===== src/adc_ctl_pkg.sv =====
// Contract
// RQ1: Software keeps track-time bits 7:6 at reset value; only bits 5:0 set the delay.
// RQ2: Burst tracking delay between conversions is 64 minus track field oscillator periods.
// RQ3: Delayed-track mode adds three converter clock cycles to each burst tracking delay.
// RQ4: No burst tracking delay before the first conversion; power-up time governs it instead.
// RQ5: High data read returns upper byte of the formatted 16-bit accumulator.
// RQ6: High data write loads the byte into the accumulator upper half.
// RQ7: Low data read returns lower byte of the formatted 16-bit accumulator.
// RQ8: Low data write loads the byte into the accumulator lower half.
// RQ9: Right shift fills vacated most significant read bits with zeros.
// RQ10: Both data bytes reset to zero and are readable and writable.
// RQ11: Justify field selects right shift 0..3 or left justify; other codes reserved.
// RQ12: With accumulation outside burst, software clears result by writing zero to both bytes.
// RQ13: Greater-than high register holds the top byte of the 16-bit threshold.
// RQ14: Tracking counter reloads at each burst conversion end and starts the next on expiry.
package adc_ctl_pkg;
	// Register indices; byte address is four times the index
	localparam logic [9:0] IDX_ACCUM_CFG  = 10'h0BA;
	localparam logic [9:0] IDX_POWER      = 10'h0BB;
	localparam logic [9:0] IDX_TRACK_TIME = 10'h0BC;
	localparam logic [9:0] IDX_CTRL       = 10'h0C0;
	localparam logic [9:0] IDX_STATUS     = 10'h0C1;
	localparam logic [9:0] IDX_GT_HIGH    = 10'h0C4;
	localparam logic [9:0] IDX_RES_LOW    = 10'h0D2;
	localparam logic [9:0] IDX_RES_HIGH   = 10'h0D3;
	// Reset values
	localparam logic [5:0]  TRACK_RST  = 6'h1E;
	localparam logic [3:0]  POWER_RST  = 4'hF;
	localparam logic [7:0]  GT_RST     = 8'hFF;
	localparam logic [15:0] ACC_RST    = 16'h0000;
	localparam logic [2:0]  SJST_RST   = 3'h0;
	// Field positions
	localparam int SJST_LSB    = 3;
	localparam int ACCEN_BIT   = 6;
	localparam int BURST_BIT   = 0;
	localparam int DELAY_BIT   = 1;
	localparam int REPEAT_LSB  = 2;
	// Justify codes
	localparam logic [2:0] SJST_LEFT = 3'h4;
	// Timing counts: TRACK_BASE in fast oscillator periods (hclk is the oscillator), DELAY_SARCLKS in converter clocks
	localparam logic [6:0] TRACK_BASE    = 7'h40;
	localparam int         PWR_SCALE_SH  = 3;
	localparam logic [1:0] DELAY_SARCLKS = 2'h3;
	localparam int         RESULT_BITS   = 10;
	localparam int         LJ_SHIFT      = 16 - RESULT_BITS;
	// Sequencer states
	typedef enum logic [1:0] {
		ST_IDLE    = 2'b00,
		ST_POWER   = 2'b01,
		ST_CONVERT = 2'b10,
		ST_TRACK   = 2'b11
	} seq_state_e;
endpackage


===== src/adc_burst_ctl.sv =====
`timescale 1ns/100ps
module adc_burst_ctl
	import adc_ctl_pkg::*;
(
	input  wire logic        hclk,            // Bus and oscillator clock, 40 MHz
	input  wire logic        hresetn,         // Async reset, active low
	input  wire logic        hsel,            // Slave select
	input  wire logic [11:0] haddr,           // Byte address
	input  wire logic [1:0]  htrans,          // Transfer type
	input  wire logic        hwrite,          // Write when high
	input  wire logic [2:0]  hsize,           // Transfer size, word only
	input  wire logic [31:0] hwdata,          // Write data
	input  wire logic        hready,          // Bus ready
	output logic             hreadyout,       // Slave ready
	output logic [31:0]      hrdata,          // Read data
	output logic             hresp,           // Always OKAY
	input  wire logic        converter_clock, // Converter clock pin
	input  wire logic        conv_trigger,    // Start-of-conversion pulse
	input  wire logic        conv_done,       // End-of-conversion pulse
	input  wire logic [15:0] conv_data,       // Conversion result
	output logic             conv_start,      // Begin conversion pulse
	output logic             tracking         // Sampling input, level
);
	logic [15:0]  acc_reg;
	logic [5:0]   burst_track_field;
	logic [3:0]   powerup_time_field;
	logic [2:0]   shift_justify_field;
	logic         accumulate_enable_bit;
	logic         burst_en_reg;
	logic         delayed_track_select;
	logic [2:0]   repeat_reg;
	logic [7:0]   gt_high_reg;
	seq_state_e   state_reg;
	logic [2:0]   remain_reg;
	logic         first_reg;
	logic         wr_pend_reg;
	logic         rd_pend_reg;
	logic [9:0]   idx_reg;
	logic         sar_s1_reg;
	logic         sar_s2_reg;
	logic         sar_s3_reg;
	logic         sar_rise;
	logic         timer_load;
	logic [6:0]   timer_value;
	logic         expire;
	logic [15:0]  fmt_val;
	logic [31:0]  rdata_next;
	logic         addr_phase;
	logic         wr_data;
	logic         more_conv;

	// Formats the accumulator for reads
	function automatic logic [15:0] format_acc(input logic [15:0] v, input logic [2:0] m);
		logic [15:0] r;
		r = v;
		unique case (m)
			3'h0: r = v;
			3'h1: r = v >> 1;
			3'h2: r = v >> 2;
			3'h3: r = v >> 3;
			3'h4: r = v << LJ_SHIFT;
			default: r = v;
		endcase
		return r;
	endfunction

	// Bus decode
	assign addr_phase = hsel && htrans[1] && hready;
	assign wr_data    = wr_pend_reg;
	assign fmt_val    = format_acc(acc_reg, shift_justify_field); // RQ9 RQ11
	assign more_conv  = burst_en_reg && (remain_reg != 3'h0);
	assign sar_rise   = sar_s2_reg && !sar_s3_reg;

	// Converter clock synchroniser and edge
	always_ff @(posedge hclk or negedge hresetn)
	begin
		if (!hresetn)
		begin
			sar_s1_reg <= 1'b0;
			sar_s2_reg <= 1'b0;
			sar_s3_reg <= 1'b0;
		end
		else
		begin
			sar_s1_reg <= converter_clock;
			sar_s2_reg <= sar_s1_reg;
			sar_s3_reg <= sar_s2_reg;
		end
	end

	// Address phase capture; reads insert one wait state
	always_ff @(posedge hclk or negedge hresetn)
	begin
		if (!hresetn)
		begin
			wr_pend_reg <= 1'b0;
			rd_pend_reg <= 1'b0;
			idx_reg     <= 10'h000;
			hreadyout   <= 1'b1;
			hrdata      <= 32'h0000_0000;
			hresp       <= 1'b0;
		end
		else
		begin
			hresp       <= 1'b0;
			wr_pend_reg <= addr_phase && hwrite;
			if (addr_phase)
				idx_reg <= haddr[11:2];
			if (addr_phase && !hwrite)
			begin
				rd_pend_reg <= 1'b1;
				hreadyout   <= 1'b0;
			end
			else if (rd_pend_reg)
			begin
				rd_pend_reg <= 1'b0;
				hreadyout   <= 1'b1;
				hrdata      <= rdata_next;
			end
		end
	end

	// Read mux; unmapped indices read zero
	always_comb
	begin
		rdata_next = 32'h0000_0000;
		unique case (idx_reg)
			IDX_ACCUM_CFG:  rdata_next[5:3] = shift_justify_field; // Enable bit reads zero
			IDX_POWER:      rdata_next[3:0] = powerup_time_field;
			IDX_TRACK_TIME: rdata_next[5:0] = burst_track_field;
			IDX_CTRL:       rdata_next[4:0] = {repeat_reg, delayed_track_select, burst_en_reg};
			IDX_STATUS:     rdata_next[5:0] = {first_reg, remain_reg, state_reg};
			IDX_GT_HIGH:    rdata_next[7:0] = gt_high_reg; // RQ13
			IDX_RES_LOW:    rdata_next[7:0] = fmt_val[7:0]; // RQ7
			IDX_RES_HIGH:   rdata_next[7:0] = fmt_val[15:8]; // RQ5
			default:        rdata_next = 32'h0000_0000;
		endcase
	end

	// Configuration registers
	always_ff @(posedge hclk or negedge hresetn)
	begin
		if (!hresetn)
		begin
			burst_track_field     <= TRACK_RST;
			powerup_time_field    <= POWER_RST;
			shift_justify_field   <= SJST_RST;
			accumulate_enable_bit <= 1'b0;
			burst_en_reg          <= 1'b0;
			delayed_track_select  <= 1'b0;
			repeat_reg            <= 3'h0;
			gt_high_reg           <= GT_RST;
		end
		else if (wr_data)
		begin
			unique case (idx_reg)
				IDX_ACCUM_CFG:
				begin
					shift_justify_field   <= hwdata[SJST_LSB +: 3]; // RQ11
					accumulate_enable_bit <= hwdata[ACCEN_BIT];
				end
				IDX_POWER:      powerup_time_field <= hwdata[3:0];
				IDX_TRACK_TIME: burst_track_field <= hwdata[5:0]; // RQ1
				IDX_CTRL:
				begin
					burst_en_reg         <= hwdata[BURST_BIT];
					delayed_track_select <= hwdata[DELAY_BIT];
					repeat_reg           <= hwdata[REPEAT_LSB +: 3];
				end
				IDX_GT_HIGH:    gt_high_reg <= hwdata[7:0]; // RQ13
				default:        gt_high_reg <= gt_high_reg;
			endcase
		end
	end

	// Accumulator: software preset wins over a conversion landing
	always_ff @(posedge hclk or negedge hresetn)
	begin
		if (!hresetn)
			acc_reg <= ACC_RST; // RQ10
		else if (wr_data && idx_reg == IDX_RES_HIGH)
			acc_reg[15:8] <= hwdata[7:0]; // RQ6
		else if (wr_data && idx_reg == IDX_RES_LOW)
			acc_reg[7:0] <= hwdata[7:0]; // RQ8 RQ12
		else if (conv_done && state_reg == ST_CONVERT)
		begin
			if (burst_en_reg ? first_reg : !accumulate_enable_bit)
				acc_reg <= conv_data;
			else
				acc_reg <= acc_reg + conv_data;
		end
	end

	// Delay selection: power-up before the first in burst mode (none otherwise), tracking between
	always_comb
	begin
		timer_load  = 1'b0;
		timer_value = 7'h00;
		if (state_reg == ST_IDLE && conv_trigger)
		begin
			timer_load  = 1'b1;
			timer_value = burst_en_reg ? {powerup_time_field, 3'b000} : 7'h00; // RQ4
		end
		else if (state_reg == ST_CONVERT && conv_done && more_conv)
		begin
			timer_load  = 1'b1;
			timer_value = TRACK_BASE - {1'b0, burst_track_field}; // RQ2 RQ14
		end
	end

	track_timer u_timer (
		.hclk       (hclk),
		.hresetn    (hresetn),
		.load       (timer_load),
		.load_value (timer_value),
		.extra_en   (delayed_track_select),
		.sar_rise   (sar_rise),
		.expire     (expire)
	);

	// Burst sequencer
	always_ff @(posedge hclk or negedge hresetn)
	begin
		if (!hresetn)
		begin
			state_reg  <= ST_IDLE;
			remain_reg <= 3'h0;
			first_reg  <= 1'b0;
			conv_start <= 1'b0;
			tracking   <= 1'b0;
		end
		else
		begin
			conv_start <= 1'b0;
			unique case (state_reg)
				ST_IDLE:
					if (conv_trigger)
					begin
						state_reg  <= ST_POWER; // RQ4
						remain_reg <= repeat_reg;
						first_reg  <= 1'b1;
						tracking   <= 1'b1;
					end
				ST_POWER, ST_TRACK:
					if (expire)
					begin
						state_reg  <= ST_CONVERT;
						conv_start <= 1'b1; // RQ14
						tracking   <= 1'b0;
					end
				ST_CONVERT:
					if (conv_done)
					begin
						first_reg <= 1'b0;
						if (more_conv)
						begin
							state_reg  <= ST_TRACK; // RQ14
							remain_reg <= remain_reg - 3'h1;
							tracking   <= 1'b1;
						end
						else
							state_reg <= ST_IDLE;
					end
			endcase
		end
	end

	// Checking helpers: phase length and latched expectations
	logic [15:0] ph_cnt;
	logic [6:0]  len_lat;
	logic        delay_lat;
	always_ff @(posedge hclk or negedge hresetn)
	begin
		if (!hresetn)
		begin
			ph_cnt    <= 16'h0000;
			len_lat   <= 7'h00;
			delay_lat <= 1'b0;
		end
		else if (timer_load)
		begin
			ph_cnt    <= 16'h0000;
			len_lat   <= (timer_value == 7'h00) ? 7'h01 : timer_value;
			delay_lat <= delayed_track_select;
		end
		else
			ph_cnt <= ph_cnt + 16'h0001;
	end
endmodule


===== src/track_timer.sv =====
`timescale 1ns/100ps
module track_timer
	import adc_ctl_pkg::*;
(
	input  wire logic       hclk,       // Fast oscillator clock
	input  wire logic       hresetn,    // Async reset, active low
	input  wire logic       load,       // Start a new delay
	input  wire logic [6:0] load_value, // Delay in oscillator periods
	input  wire logic       extra_en,   // Add converter clock cycles
	input  wire logic       sar_rise,   // Converter clock rising edge
	output logic            expire      // One-cycle end of delay
);
	logic [6:0] cnt_reg;
	logic [1:0] ext_reg;
	logic       run_reg;

	// Oscillator count first, then converter clock edges
	always_ff @(posedge hclk or negedge hresetn)
	begin
		if (!hresetn)
		begin
			cnt_reg <= 7'h00;
			ext_reg <= 2'h0;
			run_reg <= 1'b0;
			expire  <= 1'b0;
		end
		else if (load)
		begin
			cnt_reg <= load_value;
			ext_reg <= extra_en ? DELAY_SARCLKS : 2'h0; // RQ3
			run_reg <= 1'b1;
			expire  <= 1'b0;
		end
		else if (run_reg)
		begin
			if (cnt_reg > 7'h01)
			begin
				cnt_reg <= cnt_reg - 7'h01; // RQ2
				expire  <= 1'b0;
			end
			else if (ext_reg != 2'h0)
			begin
				if (sar_rise)
					ext_reg <= ext_reg - 2'h1; // RQ3
				expire <= 1'b0;
			end
			else
			begin
				expire  <= 1'b1; // RQ14
				run_reg <= 1'b0;
				cnt_reg <= 7'h00;
			end
		end
		else
			expire <= 1'b0;
	end
endmodule


===== config.mk =====
export PLATFORM = sky130hd
export DESIGN_NAME = adc_burst_ctl
export DESIGN_NICKNAME = d
export VERILOG_FILES = /design/src/adc_ctl_pkg.sv /design/src/adc_burst_ctl.sv /design/src/track_timer.sv
export SDC_FILE = /design/constraint.sdc
export NUM_CORES = 1
export LEC_CHECK = 0
export BUFFER_PORTS_ARGS = -buffer_cell sky130_fd_sc_hd__buf_4
export CAP_MARGIN = 20
export CORE_ASPECT_RATIO = 0.75
export CORE_UTILIZATION = 35
export CTS_BUF_LIST = sky130_fd_sc_hd__clkbuf_8
export CTS_CLUSTER_DIAMETER = 60
export CTS_CLUSTER_SIZE = 10
export DETAILED_ROUTE_END_ITERATION = 16
export RECOVER_POWER = 50
export SLEW_MARGIN = 30
export SYNTH_ARGS = -nofsm -noshare
export SYNTH_HDL_FRONTEND = slang
export SYNTH_HIERARCHICAL = 1
export SYNTH_SLANG_ARGS = --single-unit

===== constraint.sdc =====
create_clock -name hclk -period 6.5 [get_ports hclk]
set_input_delay 1.3 -clock hclk [delete_from_list [all_inputs] [get_ports hclk]]
set_output_delay 1.3 -clock hclk [all_outputs]
set_load 0.03 [all_outputs]

* Word level (Yosys, flattened, before mapping)
Cells that the tools add are included.
W data, S select, Z words.
** Word-level totals
- Bits in registers :: 86
- Bits in latches :: 0
- RAM bits :: 0
- ROM bits :: 0
- Bits of input ports :: 73
- Output and inout bits :: 36
- Memories :: 0
** Cells by class
- $add $sub $neg :: 5
- $mul :: 0
- Divide/modulo/power cells :: 0
- $lt $le $gt $ge :: 1
- Eq/ne operators :: 22
- Shift operators :: 0
- Mux-type cells :: 56
- Bitwise logic cells :: 2
- Reductions and logical operators :: 39
** Operators with widths (number)
- $eq A10 B8 Y1 const B :: 8
- $pmux W16 S4 :: 1
- $mux W7 :: 7
- $mux W16 :: 2
- $mux W8 :: 3
- $mux W1 :: 21
- $pmux W3 S7 :: 1
- $mux W2 :: 10
- $reduce_and A2 Y1 :: 9
- $add A16 B16 Y16 :: 1
- $reduce_bool A2 Y1 :: 8
- $pmux W2 S3 :: 2
- $reduce_and A4 Y1 :: 3
- $logic_and A1 B1 Y1 :: 11
- $ne A2 B2 Y1 const B :: 5
- $mux W3 :: 3
- $pmux W1 S8 :: 1
- $gt A7 B1 Y1 const B :: 1
- $pmux W1 S7 :: 1
- $sub A7 B1 Y7 const B :: 1
- $sub A7 B6 Y7 const A :: 1
- $eq A3 B2 Y1 const B :: 2
- $pmux W1 S6 :: 1
- $pmux W3 S2 :: 1
- 16 further kinds :: 21

* Logic depth before layout (Yosys ltp)
- Depth after elaboration :: 7
- Gate-level depth with buffers :: 12
- Depth with buffers taken out :: 10

* Cells and area by module
Netlist, hierarchy kept.
** By module, submodules not included
- adc_burst_ctl :: instances 1, cells an instance 583, area an instance 5333.9 um^2, seq. area each 1898.1 um^2
- track_timer :: instances 1, cells an instance 79, area an instance 730.7 um^2, seq. area each 275.3 um^2

* Worst setup path after synthesis
No wires, ideal clock.
- Path kind :: input to register
- Start point :: in conv_data[0]
- End point :: reg acc_reg[12]
- Setup time :: 0.126 ns
- Arrival :: 3.162 ns
- Required time :: 6.374 ns
- Setup slack :: 3.212 ns
- Stages :: 9
- Path buffers :: 0
- Cells stage by stage :: ha_1 fa_1 a21o_1 a21o_1 a211oi_2 o21ai_1 a311oi_1 xor2_1 o21ai_1
** Between the ends
- Cells in the longest elaborated chain, start to end :: 5
** RTL lines
- from (decl) :: RTL line adc_burst_ctl.sv:20 : input wire logic [15:0] conv_data,
- $add A16 B16 Y16 :: RTL line adc_burst_ctl.sv:190 : acc_reg <= acc_reg + conv_data;
- $mux W16 :: RTL line adc_burst_ctl.sv:187 : if (burst_en_reg ? first_reg : !accumulate_enable_bit)
- $mux W16 :: RTL line adc_burst_ctl.sv:185 : else if (conv_done && state_reg == ST_CONVERT)
- $mux W8 :: RTL line adc_burst_ctl.sv:183 : else if (wr_data && idx_reg == IDX_RES_LOW)
- $mux W8 :: RTL line adc_burst_ctl.sv:181 : else if (wr_data && idx_reg == IDX_RES_HIGH)
- to (signal assigned) :: RTL line adc_burst_ctl.sv:182 : acc_reg[15:8] <= hwdata[7:0];
- to (signal assigned) :: RTL line adc_burst_ctl.sv:188 : acc_reg <= conv_data;
- to (signal assigned) :: RTL line adc_burst_ctl.sv:190
- to (decl) :: RTL line adc_burst_ctl.sv:24 : logic [15:0] acc_reg;
No other way between the ends. The select of a mux whose other input is x is not followed.
A chain may end at the register's enable or synchronous reset.

* Worst setup path after layout
Same ends and word-level chain as after synthesis.

==> flow_summary_export.csv <==
group,metric,value,unit
sta,hold_viol,0,
detailed_routing,drt-total-wl,16900,µm
floorplan,row_count,41,
global_route,antenna_found_initial,0,
power,seq_power_share,38.9,%
power,p_per_area,341,nW/µm²
synth,synth_area,6060,µm²
detailed_routing,drtIter0Drc,469,
run,max-cap-violations,0,
global_route,grt_max_degree,69,
floorplan,pin_count,109,
global_route,met1_usage,29.4,%
synth,netlist_top_cells_count,"69 x dfrtp_1, 69 x nand2_1, 44 x nor2_1",
setup_path,worst-path-max-fanout,3,
detailed_routing,drtAntennaViolNets,0,
sta,whs,0.346,ns
global_route,grt_remaining_overflow,0,
setup_path,cp-end-kind,"flip-flop",
clock_network,cts_buffer_depth,2,
sta,skew,0.0159,ns
final_layout,nNetsFinal,793,
global_route,top_usage_layer,"met1",
power,swShare,42.3,%
power,internal-power,1.33,mW
place,post-dp-hpwl,12700,µm
clock_network,root_buffer,"clkbuf_8",
sta,period_minus_slack,3.37,ns
hold_path,hold_path.class,"flip-flop to flip-flop",
place,finalWeightedCongestion,0.896,
synth,synth_edf_count,0,
synth,synthFlopType,"dfrtp_1",
sta,tightest_slew,0.980,ns
outcome,status,"complete, no violations",
final_layout,finish.utilization,40.0,%
synth,synthDominantCellAreaShare,28.5,%
final_layout,diodes,0,
place,dp.cells,902,
clock_network,clock_latency,0.39,ns
power,p_comb_share,42.0,%
setup_path,crit_arrival,3.65,ns
sta,slew_viol_final,0,
global_route,met2_usage,28.7,%
synth,synth-async-reset-ratio,100,%
detailed_routing,drc_errors,0,
sta,relSlewSlack,34.7,%
clock_network,clk_pin_slew,0.10,ns
synth,ys_ff_latch,86,
global_route,grt_pass1_vias,5009,
place,portBuffers,53,
setup_path,crit_type,"input port to flip-flop",
detailed_routing,firstDrtPassIters,5,
clock_network,postCtsSetupRepairBufs,0,
power,ir_drop,125,µV
floorplan,dieArea,17900,µm²
final_layout,finalNonFillerCells,918,
clock_network,cts_buffers,9,
synth,syn_area_per_cell,9.16,µm²
synth,ys_seq_area_share,35.8,%
global_route,grt_usage,19.7,%
floorplan,fp.dieH,116,µm
detailed_routing,post_drt_wl_per_cell,18.4,µm
sta,grt_setup_unrepaired,"false",
sta,setup_viol,0,
detailed_routing,via_per_inst,5.70,
clock_network,cts-hold-fix-buffers,0,
synth,synth_warnings,6,
clock_network,clock_sinks,86,
synth,syn-instance-count,662,
final_layout,drive_above_1_share,21.9,%
clock_network,cts_tree,"built",
setup_path,cp.required,6.77,ns
power,switchingPower,0.975,mW
clock_network,htree_levels,3,
synth,synth_top_area_cell,"dfrtp_1",
synth,ys_types,83,
floorplan,core_area,16900,µm²
final_layout,syn2layout_area_growth,11.2,%
synth,synth_area_leaders,"dfrtp_1 28%, dfstp_2 7.4%, mux2_2 7.2%, ha_1 4.3%, nand2_1 4.3%",
power,finalPower,2.30,mW
clock_network,ctsResizeCount,0,
sta,finalCritPeriodShare,51.9,%
power,p_clk_share,19.2,%
power,power.leakage,2.82,nW
floorplan,start_util,35.9,%
floorplan,die_w,154,µm
sta,final.setup.tns,0,ns
detailed_routing,vias,5237,
global_route,met3_usage,3.85,%
final_layout,largest_register_ff_count,16,
sta,clock.fmax,296,MHz
setup_path,crit_path_start_kind,"input port",
global_route,grt_pass1_wl,27300,µm
-- critical path: stages --
cell and delay [ns]:
buf_4 0.12, ha_1 0.24, fa_1 0.43, a21o_1 0.18
a21o_1 0.22, a211oi_2 0.26, o21ai_1 0.16, a311oi_1 0.43
xor2_1 0.23, o21ai_1 0.08
-- per-stage QoR --
stage / instance area [µm²] / setup slack [ns]
after detailed placement: 6530 / 2.75
after floorplan: 6150 / 3.21
after global routing: 6750 / 2.99
after CTS: 6760 / 3.16
final: 6750 / 3.13
after global placement: 6530 / 2.75
-- final cells by class --
type                    count  area [µm²]
multi-input cells         517        3560
fillers                  1664       10100
well taps                 215         269
repair buffers             56         409
flip-flops and latches     86        2170
clock inverters             6        91.3
inverters                  28         105
clock buffers              10         138
-- cell families after synthesis --
kind of cell / synth area share (%)
xor+xnor: 2.46
simple gates: 16.3
mux: 10.0
flops: 35.8
fa+ha+maj: 4.66
other cells: 0.0618
buf+inv: 6.97
compound gates: 23.7
-- layer usage --
layer / share of wire, % / routed length, µm / up-vias
met2: 41 / 6970 / 187
li1: - / - / 2466
met4: 1.5 / 261 / 0
met5: 0 / 0 / -
met1: 51 / 8580 / 2563
met3: 6.2 / 1050 / 21
-- power groups by stage --
stage / Clock, mW / Sequential, mW / Combinational, mW
after floorplan: 0 / 0.798 / 0.773
after global placement: 0 / 0.887 / 0.917
after detailed placement: 0 / 0.896 / 0.957
after CTS: 0.451 / 0.885 / 0.962
after global routing: 0.472 / 0.916 / 1.08
final: 0.441 / 0.895 / 0.966
-- placed cells by master (no fill, tap or decap), types with 6 or more instances in the layout --
master,instances
nand3_1,11
a22oi_1,7
xor2_1,8
dfrtp_1,69
nor2_1,44
and2_1,6
a21o_1,8
buf_4,51
clkbuf_8,10
mux2i_1,10
nor3_1,9
nand2b_1,7
a22o_1,14
a211oi_1,8
nand2_1,69
conb_1,25
a31oi_1,11
inv_1,28
mux2_2,39
ha_1,21
o21ai_1,9
nor2b_1,8
o211ai_1,11
xnor2_1,9
dfstp_2,17
a21oi_1,35
o21ai_0,42
-- final timing paths --
kind                                              from  cells after the start  slack, ns            end
worst max-delay path                      conv_data[0]                     10       3.13    acc_reg[12]
worst min-delay path                        sar_s1_reg                      0       0.35     sar_s2_reg
worst max register to register  shift_justify_field[0]                      6       3.62      hrdata[1]
worst min register to register              sar_s1_reg                      0       0.35     sar_s2_reg
max in group asynchronous                      hresetn                      2       4.04  remain_reg[0]
min in group asynchronous                      hresetn                      1       1.05     idx_reg[7]
No activity file was read; power rests on OpenSTA's default activity.
